File: src/hw/drv_pkg.sv
// constants, register map and types of the drive run-source block
// assumes a 50 MHz mclk and an APB slave at byte addresses below 0x5c
package drv_pkg;
  // ==========================================================
  // sizes
  localparam int N_TERM = 7;
  localparam int N_OUT = 5;
  localparam int N_FUNC = 8;
  localparam int N_TIME = 5;
  localparam int N_IRQ = 3;
  // ==========================================================
  // terminal function codes, negative logic adds the offset
  localparam logic [10:0] CODE_NEG_OFS = 11'h3e8;
  localparam int F_RT = 0;
  localparam int F_LE = 1;
  localparam int F_STOP = 2;
  localparam int F_FR = 3;
  localparam int F_SECOND_FORWARD_RUN = 4;
  localparam int F_SECOND_REVERSE_RUN = 5;
  localparam int F_FWD = 6;
  localparam int F_REV = 7;
  localparam logic [7:0][10:0] FUNC_CODE = {
    11'h063, 11'h062, 11'h059, 11'h058,
    11'h057, 11'h01e, 11'h018, 11'h004};
  // first terminal index that may carry forward/reverse run
  localparam int RUN_TERM_FIRST = 5;
  // ==========================================================
  // output signal codes
  localparam logic [10:0] OUT_FN_RUN = 11'h000;
  localparam logic [10:0] OUT_FN_ALARM = 11'h063;
  // ==========================================================
  // register byte offsets
  localparam logic [7:0] ADDR_CTRL = 8'h00;
  localparam logic [7:0] ADDR_COMM = 8'h04;
  localparam logic [7:0] ADDR_TERM0 = 8'h08;
  localparam logic [7:0] ADDR_TIME0 = 8'h24;
  localparam logic [7:0] ADDR_OUT0 = 8'h38;
  localparam logic [7:0] ADDR_STAT = 8'h4c;
  localparam logic [7:0] ADDR_IRQ_STAT = 8'h50;
  localparam logic [7:0] ADDR_IRQ_EN = 8'h54;
  localparam logic [7:0] ADDR_IRQ_CLR = 8'h58;
  // ==========================================================
  // field positions
  localparam int CTRL_SRC = 0;
  localparam int CTRL_SW_FWD = 1;
  localparam int CTRL_SW_REV = 2;
  localparam int CTRL_ALM_RST = 3;
  localparam int COMM_FWD = 0;
  localparam int COMM_REV = 1;
  localparam int COMM_SECOND_FORWARD_RUN = 2;
  localparam int COMM_SECOND_REVERSE_RUN = 3;
  localparam int T_ACC1 = 0;
  localparam int T_DEC1 = 1;
  localparam int T_ACC2 = 2;
  localparam int T_DEC2 = 3;
  localparam int T_FSTOP = 4;
  localparam int IRQ_ALARM = 0;
  localparam int IRQ_STOPPED = 1;
  localparam int IRQ_START = 2;
  // ==========================================================
  // reset values and speed limit
  localparam logic [2:0] RST_CTRL = 3'h0;
  localparam logic [3:0] RST_COMM = 4'h0;
  localparam logic [10:0] RST_TERM_CODE = 11'h7ff;
  localparam logic [15:0] RST_TIME = 16'h0031;
  localparam logic [10:0] RST_OUT_CODE = 11'h063;
  localparam logic [2:0] RST_IRQ = 3'h0;
  localparam logic [15:0] SPEED_MAX = 16'h03e8;
  // arbitrary value
  localparam logic [7:0] ALARM_CODE_FSTOP = 8'h01;
  // ==========================================================
  typedef enum logic [2:0] {
    ST_STOP, ST_RUN, ST_DECEL, ST_FSTOP, ST_ALARM
  } drv_state_type;
endpackage

File: src/hw/drv_top.sv
// drive run-source selection, ramp control and output polarity
// assumes terminal pins asynchronous to mclk, APB master on mclk
// Summary of operation
// - link off: parameter source, or second terminals
// - link on: command word first or second bits
// - second forward/reverse run; release decelerates
// - forward terminal runs forward; release decelerates
// - reverse terminal runs reverse; release decelerates
// - run functions only on two dedicated terminals
// - time-select off set one, on set two
// - time-select unassigned uses set one
// - forced stop decelerates, then alarm code
// - five outputs assignable, each with polarity
// - outputs reset to normal polarity
// - normal polarity energizes alarm relay on alarm
// - negative polarity de-energizes relay on alarm
// - link-enable unassigned behaves as on
// - codes 87, 88, 89 select switch and runs
`timescale 1ns/1ps
`default_nettype none
module drv_top import drv_pkg::*; (
  input wire logic mclk,
  input wire logic rst_b,
  input wire logic psel,
  input wire logic penable,
  input wire logic pwrite,
  input wire logic [7:0] paddr,
  input wire logic [31:0] pwdata,
  output logic [31:0] prdata,
  output logic pready,
  output logic pslverr,
  input wire logic [N_TERM-1:0] term_in,
  output logic transistor_out_one,
  output logic transistor_out_two,
  output logic transistor_out_three,
  output logic relay_out_general,
  output logic alarm_relay_out,
  output logic motor_fwd,
  output logic motor_rev,
  output logic [15:0] motor_speed,
  output logic accel_set_two,
  output logic alarm_active,
  output logic [7:0] alarm_code,
  output logic irq
);
  logic [N_TERM-1:0] term_s;
  logic [2:0] ctrl;
  logic alarm_reset;
  logic [3:0] comm_word;
  logic [N_TERM-1:0][10:0] term_code;
  logic [N_TIME-1:0][15:0] time_val;
  logic [N_OUT-1:0][10:0] out_code;
  logic [31:0] status;
  logic [N_IRQ-1:0] events;
  logic [N_FUNC-1:0][N_TERM-1:0] f_hit, f_on;
  logic [N_FUNC-1:0] f_asg, f_act;
  logic [N_TERM-1:0] t_neg;
  logic [N_TERM-1:0][10:0] t_base;
  logic [N_OUT-1:0] o_nxt;
  drv_state_type state_r, state_nxt;
  logic dir_r, dir_nxt;
  logic [15:0] speed_r, speed_nxt, presc_r, presc_nxt, period;
  logic [N_OUT-1:0] out_r;
  logic fwd_r, rev_r, set_two_r, alarm_r;
  logic [7:0] alarm_code_r;
  // ==========================================================
  // pins and registers
  drv_sync #(.W(N_TERM)) u_sync (
    .mclk(mclk),
    .rst_b(rst_b),
    .din(term_in),
    .dout(term_s)
  );

  drv_apb_regs u_regs (
    .mclk(mclk),
    .rst_b(rst_b),
    .psel(psel),
    .penable(penable),
    .pwrite(pwrite),
    .paddr(paddr),
    .pwdata(pwdata),
    .prdata(prdata),
    .pready(pready),
    .pslverr(pslverr),
    .ctrl(ctrl),
    .alarm_reset(alarm_reset),
    .comm_word(comm_word),
    .term_code(term_code),
    .time_val(time_val),
    .out_code(out_code),
    .status(status),
    .events(events),
    .irq(irq)
  );
  // ==========================================================
  // terminal function decode
  genvar t, f;
  generate
    for (t = 0; t < N_TERM; t++) begin : g_tdec
      assign t_neg[t] = term_code[t] >= CODE_NEG_OFS;
      assign t_base[t] = t_neg[t] ? term_code[t] - CODE_NEG_OFS
                                  : term_code[t];
      for (f = 0; f < N_FUNC; f++) begin : g_fdec
        // run functions refused outside the dedicated terminals
        if ((f == F_FWD || f == F_REV) && t < RUN_TERM_FIRST) begin : g_no
          assign f_hit[f][t] = 1'b0;
        end else begin : g_yes
          assign f_hit[f][t] = t_base[t] == FUNC_CODE[f];
        end
        assign f_on[f][t] = f_hit[f][t] & (term_s[t] ^ t_neg[t]);
      end
    end
    for (f = 0; f < N_FUNC; f++) begin : g_fred
      assign f_asg[f] = |f_hit[f];
      assign f_act[f] = |f_on[f];
    end
  endgenerate
  // ==========================================================
  // run command source
  wire link_on = f_asg[F_LE] ? f_act[F_LE] : 1'b1;
  wire src_two = f_act[F_FR];
  wire stop_ok = f_asg[F_STOP] ? f_act[F_STOP] : 1'b1;
  wire set_two = f_asg[F_RT] & f_act[F_RT];
  // parameter source: terminal run functions or software bits
  wire par_fwd = ctrl[CTRL_SRC] ? ctrl[CTRL_SW_FWD] : f_act[F_FWD];
  wire par_rev = ctrl[CTRL_SRC] ? ctrl[CTRL_SW_REV] : f_act[F_REV];
  wire loc_fwd = src_two ? f_act[F_SECOND_FORWARD_RUN] : par_fwd;
  wire loc_rev = src_two ? f_act[F_SECOND_REVERSE_RUN] : par_rev;
  wire com_fwd = src_two ? comm_word[COMM_SECOND_FORWARD_RUN] : comm_word[COMM_FWD];
  wire com_rev = src_two ? comm_word[COMM_SECOND_REVERSE_RUN] : comm_word[COMM_REV];
  wire sel_fwd = link_on ? com_fwd : loc_fwd;
  wire sel_rev = link_on ? com_rev : loc_rev;
  wire cmd_fwd = sel_fwd & ~sel_rev;
  wire cmd_rev = sel_rev & ~sel_fwd;
  wire cmd_run = cmd_fwd | cmd_rev;
  wire cmd_dir = cmd_rev;
  // ==========================================================
  // ramp timing
  wire accel = state_r == ST_RUN;
  always_comb begin
    if (state_r == ST_FSTOP)
      period = time_val[T_FSTOP];
    else if (set_two_r)
      period = accel ? time_val[T_ACC2] : time_val[T_DEC2];
    else
      period = accel ? time_val[T_ACC1] : time_val[T_DEC1];
  end
  wire tick = presc_r >= period;
  assign presc_nxt = tick ? 16'h0000 : presc_r + 16'h0001;
  // ==========================================================
  // motor state
  always_comb begin
    state_nxt = state_r;
    dir_nxt = dir_r;
    speed_nxt = speed_r;
    unique case (state_r)
      ST_STOP: begin
        if (!stop_ok) begin
          state_nxt = ST_FSTOP;
        end else if (cmd_run) begin
          state_nxt = ST_RUN;
          dir_nxt = cmd_dir;
        end
      end
      ST_RUN: begin
        if (!stop_ok)
          state_nxt = ST_FSTOP;
        else if (!cmd_run || cmd_dir != dir_r)
          state_nxt = ST_DECEL;
        else if (tick && speed_r < SPEED_MAX)
          speed_nxt = speed_r + 16'h0001;
      end
      ST_DECEL: begin
        if (!stop_ok)
          state_nxt = ST_FSTOP;
        else if (cmd_run && cmd_dir == dir_r)
          state_nxt = ST_RUN;
        else if (speed_r == 16'h0000)
          state_nxt = ST_STOP;
        else if (tick)
          speed_nxt = speed_r - 16'h0001;
      end
      ST_FSTOP: begin
        if (speed_r == 16'h0000)
          state_nxt = ST_ALARM;
        else if (tick)
          speed_nxt = speed_r - 16'h0001;
      end
      ST_ALARM: begin
        if (alarm_reset && stop_ok)
          state_nxt = ST_STOP;
      end
    endcase
  end

  always_ff @(posedge mclk) begin
    if (!rst_b) begin
      state_r <= ST_STOP;
      dir_r <= 1'b0;
      speed_r <= 16'h0000;
      presc_r <= 16'h0000;
    end else begin
      state_r <= state_nxt;
      dir_r <= dir_nxt;
      speed_r <= speed_nxt;
      presc_r <= (state_nxt != state_r) ? 16'h0000 : presc_nxt;
    end
  end
  // ==========================================================
  // events and status
  wire alarm_nxt = state_nxt == ST_ALARM;
  wire running = state_r == ST_RUN || state_r == ST_DECEL
    || state_r == ST_FSTOP;
  assign events[IRQ_ALARM] = alarm_nxt & (state_r != ST_ALARM);
  assign events[IRQ_STOPPED] = (state_nxt == ST_STOP)
    & (state_r == ST_DECEL);
  assign events[IRQ_START] = (state_nxt == ST_RUN) & (state_r == ST_STOP);
  assign status = {alarm_code_r, 3'h0, link_on, set_two_r, alarm_r,
    fwd_r | rev_r, dir_r, speed_r};
  // ==========================================================
  // programmable outputs
  generate
    for (t = 0; t < N_OUT; t++) begin : g_out
      wire o_neg = out_code[t] >= CODE_NEG_OFS;
      wire [10:0] o_base = o_neg ? out_code[t] - CODE_NEG_OFS : out_code[t];
      wire o_sig = (o_base == OUT_FN_ALARM) ? alarm_nxt :
                   (o_base == OUT_FN_RUN) ? (state_nxt != ST_STOP &&
                                             !alarm_nxt) : 1'b0;
      // polarity flips the energized level
      assign o_nxt[t] = o_sig ^ o_neg;
    end
  endgenerate

  always_ff @(posedge mclk) begin
    if (!rst_b) begin
      // de-energized until reset releases; default codes normal
      out_r <= '0;
      fwd_r <= 1'b0;
      rev_r <= 1'b0;
      set_two_r <= 1'b0;
      alarm_r <= 1'b0;
      alarm_code_r <= 8'h00;
    end else begin
      out_r <= o_nxt;
      fwd_r <= running & ~dir_r;
      rev_r <= running & dir_r;
      set_two_r <= set_two;
      alarm_r <= alarm_nxt;
      if (events[IRQ_ALARM])
        alarm_code_r <= ALARM_CODE_FSTOP;
      else if (!alarm_nxt)
        alarm_code_r <= 8'h00;
    end
  end

  assign transistor_out_one = out_r[0];
  assign transistor_out_two = out_r[1];
  assign transistor_out_three = out_r[2];
  assign relay_out_general = out_r[3];
  assign alarm_relay_out = out_r[4];
  assign motor_fwd = fwd_r;
  assign motor_rev = rev_r;
  assign motor_speed = speed_r;
  assign accel_set_two = set_two_r;
  assign alarm_active = alarm_r;
  assign alarm_code = alarm_code_r;
endmodule
`default_nettype wire

File: src/hw/drv_sync.sv
// two-flop synchroniser for the terminal pins
// assumes pins are asynchronous to mclk
`timescale 1ns/1ps
`default_nettype none
module drv_sync #(
  parameter int W = 7
) (
  input wire logic mclk,
  input wire logic rst_b,
  input wire logic [W-1:0] din,
  output logic [W-1:0] dout
);
  logic [W-1:0] meta_r;
  logic [W-1:0] sync_r;

  always_ff @(posedge mclk) begin
    if (!rst_b) begin
      meta_r <= '0;
      sync_r <= '0;
    end else begin
      meta_r <= din;
      sync_r <= meta_r;
    end
  end

  assign dout = sync_r;
endmodule
`default_nettype wire

File: src/hw/drv_apb_regs.sv
// APB register file and interrupt status of the drive block
// assumes an APB master on mclk; answers after one wait state
`timescale 1ns/1ps
`default_nettype none
module drv_apb_regs import drv_pkg::*; (
  input wire logic mclk,
  input wire logic rst_b,
  input wire logic psel,
  input wire logic penable,
  input wire logic pwrite,
  input wire logic [7:0] paddr,
  input wire logic [31:0] pwdata,
  output logic [31:0] prdata,
  output logic pready,
  output logic pslverr,
  output logic [2:0] ctrl,
  output logic alarm_reset,
  output logic [3:0] comm_word,
  output logic [N_TERM-1:0][10:0] term_code,
  output logic [N_TIME-1:0][15:0] time_val,
  output logic [N_OUT-1:0][10:0] out_code,
  input wire logic [31:0] status,
  input wire logic [N_IRQ-1:0] events,
  output logic irq
);
  logic [2:0] ctrl_r;
  logic [3:0] comm_r;
  logic [N_TERM-1:0][10:0] term_r;
  logic [N_TIME-1:0][15:0] time_r;
  logic [N_OUT-1:0][10:0] out_r;
  logic [N_IRQ-1:0] irq_stat_r, irq_stat_nxt, irq_en_r;
  logic pready_r, pslverr_r, alarm_reset_r, irq_r;
  logic [31:0] prdata_r;
  logic [N_TERM-1:0] term_hit;
  logic [N_TIME-1:0] time_hit;
  logic [N_OUT-1:0] out_hit;
  logic [31:0] arr_rd;
  // ==========================================================
  // decode
  wire commit = psel & penable & pready_r;
  wire wr = commit & pwrite;
  wire ctrl_hit = paddr == ADDR_CTRL;
  wire comm_hit = paddr == ADDR_COMM;
  wire stat_hit = paddr == ADDR_STAT;
  wire ist_hit = paddr == ADDR_IRQ_STAT;
  wire ien_hit = paddr == ADDR_IRQ_EN;
  wire iclr_hit = paddr == ADDR_IRQ_CLR;
  genvar g;
  generate
    for (g = 0; g < N_TERM; g++) begin : g_term
      assign term_hit[g] = paddr == ADDR_TERM0 + 8'(4 * g);
    end
    for (g = 0; g < N_TIME; g++) begin : g_time
      assign time_hit[g] = paddr == ADDR_TIME0 + 8'(4 * g);
    end
    for (g = 0; g < N_OUT; g++) begin : g_out
      assign out_hit[g] = paddr == ADDR_OUT0 + 8'(4 * g);
    end
  endgenerate
  wire mapped = ctrl_hit | comm_hit | stat_hit | ist_hit | ien_hit
    | iclr_hit | (|term_hit) | (|time_hit) | (|out_hit);

  always_comb begin
    arr_rd = '0;
    for (int i = 0; i < N_TERM; i++)
      if (term_hit[i]) arr_rd = arr_rd | {21'h0, term_r[i]};
    for (int i = 0; i < N_TIME; i++)
      if (time_hit[i]) arr_rd = arr_rd | {16'h0, time_r[i]};
    for (int i = 0; i < N_OUT; i++)
      if (out_hit[i]) arr_rd = arr_rd | {21'h0, out_r[i]};
  end

  wire [31:0] rd_val = ctrl_hit ? {29'h0, ctrl_r} :
    comm_hit ? {28'h0, comm_r} :
    stat_hit ? status :
    ist_hit ? {29'h0, irq_stat_r} :
    ien_hit ? {29'h0, irq_en_r} : arr_rd;
  // set wins over a clear in the same cycle
  wire [N_IRQ-1:0] clr_mask = (wr & iclr_hit) ? pwdata[N_IRQ-1:0] : '0;
  assign irq_stat_nxt = (irq_stat_r & ~clr_mask) | events;
  // ==========================================================
  // bus handshake
  always_ff @(posedge mclk) begin
    if (!rst_b) begin
      pready_r <= 1'b0;
      pslverr_r <= 1'b0;
      prdata_r <= '0;
      alarm_reset_r <= 1'b0;
    end else begin
      pready_r <= psel & penable & ~pready_r;
      pslverr_r <= psel & penable & ~pready_r & ~mapped;
      if (psel & penable & ~pready_r)
        prdata_r <= (mapped & ~pwrite) ? rd_val : '0;
      alarm_reset_r <= wr & ctrl_hit & pwdata[CTRL_ALM_RST];
    end
  end
  // ==========================================================
  // storage
  always_ff @(posedge mclk) begin
    if (!rst_b) begin
      ctrl_r <= RST_CTRL;
      comm_r <= RST_COMM;
      term_r <= {N_TERM{RST_TERM_CODE}};
      time_r <= {N_TIME{RST_TIME}};
      out_r <= {N_OUT{RST_OUT_CODE}};
      irq_en_r <= RST_IRQ;
    end else if (wr) begin
      if (ctrl_hit) ctrl_r <= pwdata[2:0];
      if (comm_hit) comm_r <= pwdata[3:0];
      if (ien_hit) irq_en_r <= pwdata[N_IRQ-1:0];
      for (int i = 0; i < N_TERM; i++)
        if (term_hit[i]) term_r[i] <= pwdata[10:0];
      for (int i = 0; i < N_TIME; i++)
        if (time_hit[i]) time_r[i] <= pwdata[15:0];
      for (int i = 0; i < N_OUT; i++)
        if (out_hit[i]) out_r[i] <= pwdata[10:0];
    end
  end

  always_ff @(posedge mclk) begin
    if (!rst_b) begin
      irq_stat_r <= RST_IRQ;
      irq_r <= 1'b0;
    end else begin
      irq_stat_r <= irq_stat_nxt;
      irq_r <= |(irq_stat_nxt & irq_en_r);
    end
  end

  assign prdata = prdata_r;
  assign pready = pready_r;
  assign pslverr = pslverr_r;
  assign ctrl = ctrl_r;
  assign alarm_reset = alarm_reset_r;
  assign comm_word = comm_r;
  assign term_code = term_r;
  assign time_val = time_r;
  assign out_code = out_r;
  assign irq = irq_r;
endmodule
`default_nettype wire

File: config.mk
export PLATFORM = sky130hd
export DESIGN_NAME = drv_top
export DESIGN_NICKNAME = d
export VERILOG_FILES = /design/src/hw/drv_pkg.sv /design/src/hw/drv_top.sv /design/src/hw/drv_sync.sv /design/src/hw/drv_apb_regs.sv
export SDC_FILE = /design/constraint.sdc
export NUM_CORES = 1
export LEC_CHECK = 0
export ABC_AREA = 1
export BUFFER_PORTS_ARGS = -buffer_cell sky130_fd_sc_hd__buf_2
export CAP_MARGIN = 20
export CORE_ASPECT_RATIO = 2
export CORE_MARGIN = 2
export CORE_UTILIZATION = 25
export CTS_CLUSTER_DIAMETER = 80
export DETAILED_ROUTE_END_ITERATION = 7
export GPL_ROUTABILITY_DRIVEN = 0
export SLEW_MARGIN = 15
export SYNTH_ARGS = -nofsm -noshare
export SYNTH_HDL_FRONTEND = slang
export SYNTH_HIERARCHICAL = 1
export SYNTH_SLANG_ARGS = --single-unit
export TNS_END_PERCENT = 100
File: constraint.sdc
create_clock -name mclk -period 7.14 [get_ports mclk]
set_clock_uncertainty 0.15 [all_clocks]
set_input_delay 0.714 -clock mclk [delete_from_list [all_inputs] [get_ports mclk]]
set_output_delay 0.714 -clock mclk [all_outputs]
set_load 0.02 [all_outputs]
==> results by group <==
Clock tree
  • Postcts setup bufs: 0
  • Reg clk slew, reported paths: 0.07 ns
  • Worst-Skew Late Latency: 0.62 ns
  • Num CTS Buffers: 30
  • H-tree depth: 1
  • Hold buffers post-CTS: 0
  • CTS tree: yes
  • CTS resizes: 0
  • Clk sink count: 321
  • Clock buffer depth: 3
  • CTS Root Cell: clkbuf_16

Synthesis
  • Mapped Cells: 3069
  • Post-synth cell types: 55
  • Flops & latches, synth: 321
  • Register area share after synthesis: 0.323
  • Mapped cell area: 19900 um2
  • Synth warn: 6
  • Syn_area_per_cell: 6.49 um2
  • Area leader, netlist: dfxtp_1
  • Main synth FF type: dfxtp_1
  • Synth top area cells: dfxtp_1, nand2_1, nor2_1
  • Area share of the largest cell type after synthesis: 0.323
  • Async set-or-reset flop fraction in the synthesized netlist: 0
  • Number of flops mapped to enable cells by yosys: 0

Worst setup path
  • Arrival @ worst endpoint: 6.24 ns
  • Critical Path Source Type: register
  • Cells on worst reg2reg path: 27
  • Critical path class: register to register
  • WP data required: 7.49 ns
  • CP endpoint kind: register
  • Crit-path max FO: 16

Detailed routing
  • Vias per cell: 5.06
  • ANT nets after route: 0
  • Pre-Repair DR Iteration Count: 5
  • Initial DRC Count: 1634
  • Routed WL: 84000 um
  • Drt drc: 0
  • Vias: 21069
  • Wire length per cell: 20.2 um

Timing
  • Worst Tran Pin Value: 1.17 ns
  • Setup Total Neg Slack: 0 ns
  • Final Hold Fails: 0
  • Tcrit/Tclk final: 0.825
  • Max frequency: 170 MHz
  • Slew Limit Fails: 0
  • Setup ws final: 1.25 ns
  • Final setup viols: 0
  • Slew headroom: 0.221
  • Min Tclk post-route: 5.89 ns
  • RSZ-0062 raised after global routing: false

Finish
  • Layout Nets: 3201
  • Area grow syn2layout: 11.9%
  • Layout cells sized above 1: 0.0975
  • Filler cell count: 8792
  • Final std cells w/o fill: 4167
  • Multi-input logic area: 11600 um2
  • FF/Latch Area: 6430 um2
  • Final Instance Area: 22300 um2

Pwr
  • Sw Pwr: 0.00173 W
  • Final Power: 0.00481 W
  • Switching share of total power: 0.359
  • Power Dens Cells: 216 nW/um2
  • Cell-internal power: 0.00309 W
  • Gate power share: 0.251
  • Seq pwr share: 0.398
  • Static Leak: 10.7 nW
  • Clock power frac: 0.351
  • Worst vdd ir: 0.171 mV

Floorplan
  • Row count: 146
  • Die Height: 403 um
  • Boundary pin count: 120
  • Core area: 79100 um2
  • Die area: 82000 um2
  • Starting Density: 0.252
  • Die width: 204 um

Place
  • Placed Instance Area: 21300 um2
  • HPWL Detailed: 62400 um
  • Placed insts: 4106
  • Port bufs: 96
  • Pre-CTS setup slack: 1.48 ns

Outcome
  • Status: completed

GRT
  • Global-route wire length before repair: 122000 um
  • Global Route Usage Sum: 0.200
  • GRT overflow: 0
  • Initial antenna violation count: 3
  • Largest net degree at the start of global routing: 151
  • Vias in the first global route: 19743

Job
  • Max-cap violations: 0

Min path
  • Hold WC Path Type: input port to register
  • Hold Path Stages: 3
==> placed cells by master (no fill, tap or decap), types with 31 or more instances in the layout <==
cell / synthesis / routed
ha_1: 44 / 44
buf_2: 28 / 95
nand2_1: 725 / 725
o21ai_0: 238 / 238
clkbuf_16: 0 / 31
nand3_1: 266 / 266
dfxtp_1: 321 / 321
inv_1: 293 / 293
nor3_1: 59 / 59
nor2_1: 370 / 369
o211ai_1: 62 / 62
a21oi_1: 184 / 184
xor2_1: 57 / 57
nand4_1: 68 / 68
==> synth_stat cells (13+ instances only) <==
| cell type | instances |
|---|---|
| nand2_1 | 725 |
| nor3_1 | 59 |
| nor4_1 | 13 |
| nor2_1 | 370 |
| xnor2_1 | 16 |
| a21oi_1 | 184 |
| o211ai_1 | 62 |
| buf_4 | 27 |
| inv_1 | 293 |
| inv_2 | 20 |
| nor3_2 | 13 |
| o21ai_0 | 238 |
| buf_2 | 28 |
| nand2_4 | 13 |
| dfxtp_1 | 321 |
| nor2_2 | 18 |
| nand2_2 | 26 |
| nand4_1 | 68 |
| nand3_1 | 266 |
| nor2_4 | 16 |
| o22ai_1 | 13 |
| xor2_1 | 57 |
| clkbuf_1 | 66 |
| ha_1 | 44 |
==> state kept, by name, summed over array words and instances (netlist names), 3 cells and up <==
name               count
u_regs/time_val       80
u_regs/term_code      77
u_regs/out_code       55
u_regs/prdata         32
motor_speed           16
presc_r               16
u_sync/dout            7
u_sync/meta_r          7
out_r                  5
u_regs/comm_word       4
state_r                3
u_regs/ctrl            3
u_regs/irq_en_r        3
u_regs/irq_stat_r      3
==> kinds of logic after synthesis <==
logic type	Yosys count	share of synthesized area
other cells	1	0.000188
buf+inv	458	0.0960
flops	321	0.323
simple gates	1621	0.365
compound gates	549	0.154
fa+ha+maj	45	0.0287
xor+xnor	74	0.0329
==> worst paths after layout <==
path	start	to	slack, ns
max reg2reg	u_regs/term_code[69]$_SDFFE_PN1P_	motor_speed[13]$_SDFFE_PN0P_	1.25
max	u_regs/term_code[69]$_SDFFE_PN1P_	motor_speed[13]$_SDFFE_PN0P_	1.25
min reg2reg	u_sync/meta_r[2]$_SDFF_PN0_	u_sync/dout[2]$_SDFF_PN0_	0.26
min	term_in[1]	u_sync/meta_r[1]$_SDFF_PN0_	0.13
==> per-stage QoR <==
| stage | hold slack [ns] | util |
|---|---|---|
| after floorplan | 0.240 | - |
| after global placement | 0.254 | 0.269 |
| after detailed placement | 0.250 | 0.269 |
| after CTS | 0.124 | 0.281 |
| after global routing | 0.132 | 0.282 |
| final | 0.127 | 0.282 |
==> power by group through the flow <==
stage / combinational (W) / sequential, W / clock [W]
global route: 0.00133 / 0.00192 / 0.00178
global placement: 0.00119 / 0.00196 / 0
floorplan: 0.000878 / 0.00193 / 0
CTS: 0.00121 / 0.00191 / 0.00171
detailed placement: 0.00120 / 0.00196 / 0
finish: 0.00121 / 0.00191 / 0.00169
==> routing by layer <==
layer / routed length [um] / track usage / share of wire
met3: 5050 / 0.0337 / 0.060
met5: 13 / 0 / 0.00015
met1: 27200 / 0.188 / 0.32
met4: 9940 / 0.208 / 0.12
met2: 41800 / 0.354 / 0.50
==> final cells by class <==
class / instances / area share
sequential: 321 / 0.288
clock buffer: 44 / 0.0402
multi-input combinational: 2306 / 0.522
timing repair buffer: 123 / 0.0318
antenna: 3 / 0.000337
inverter: 322 / 0.0544
tap: 1036 / 0.0582
clock inverter: 12 / 0.00455
==> worst max-delay path, stage by stage (launching register included) <==
cell and delay [ns]:
dfxtp_1 0.41, inv_1 0.11, ha_1 0.23, inv_1 0.07, nand2_1 0.10, nor2_2 0.19
nor2_4 0.06, nand2_4 0.16, nand2_1 0.07, nand2_1 0.12, inv_2 0.04, nand2_2 0.09
nor2_4 0.06, nand4_1 0.26, o221ai_1 0.28, or2_2 0.35, nor2_1 0.50, inv_1 0.19
nand3_1 0.11, nand2_1 0.06, ha_1 0.33, nor3_1 0.36, inv_1 0.14, a211oi_1 0.28
nand3_1 0.44, buf_4 0.36, o21ai_0 0.18, a21oi_1 0.05
(Power assumes the default switching activity.)
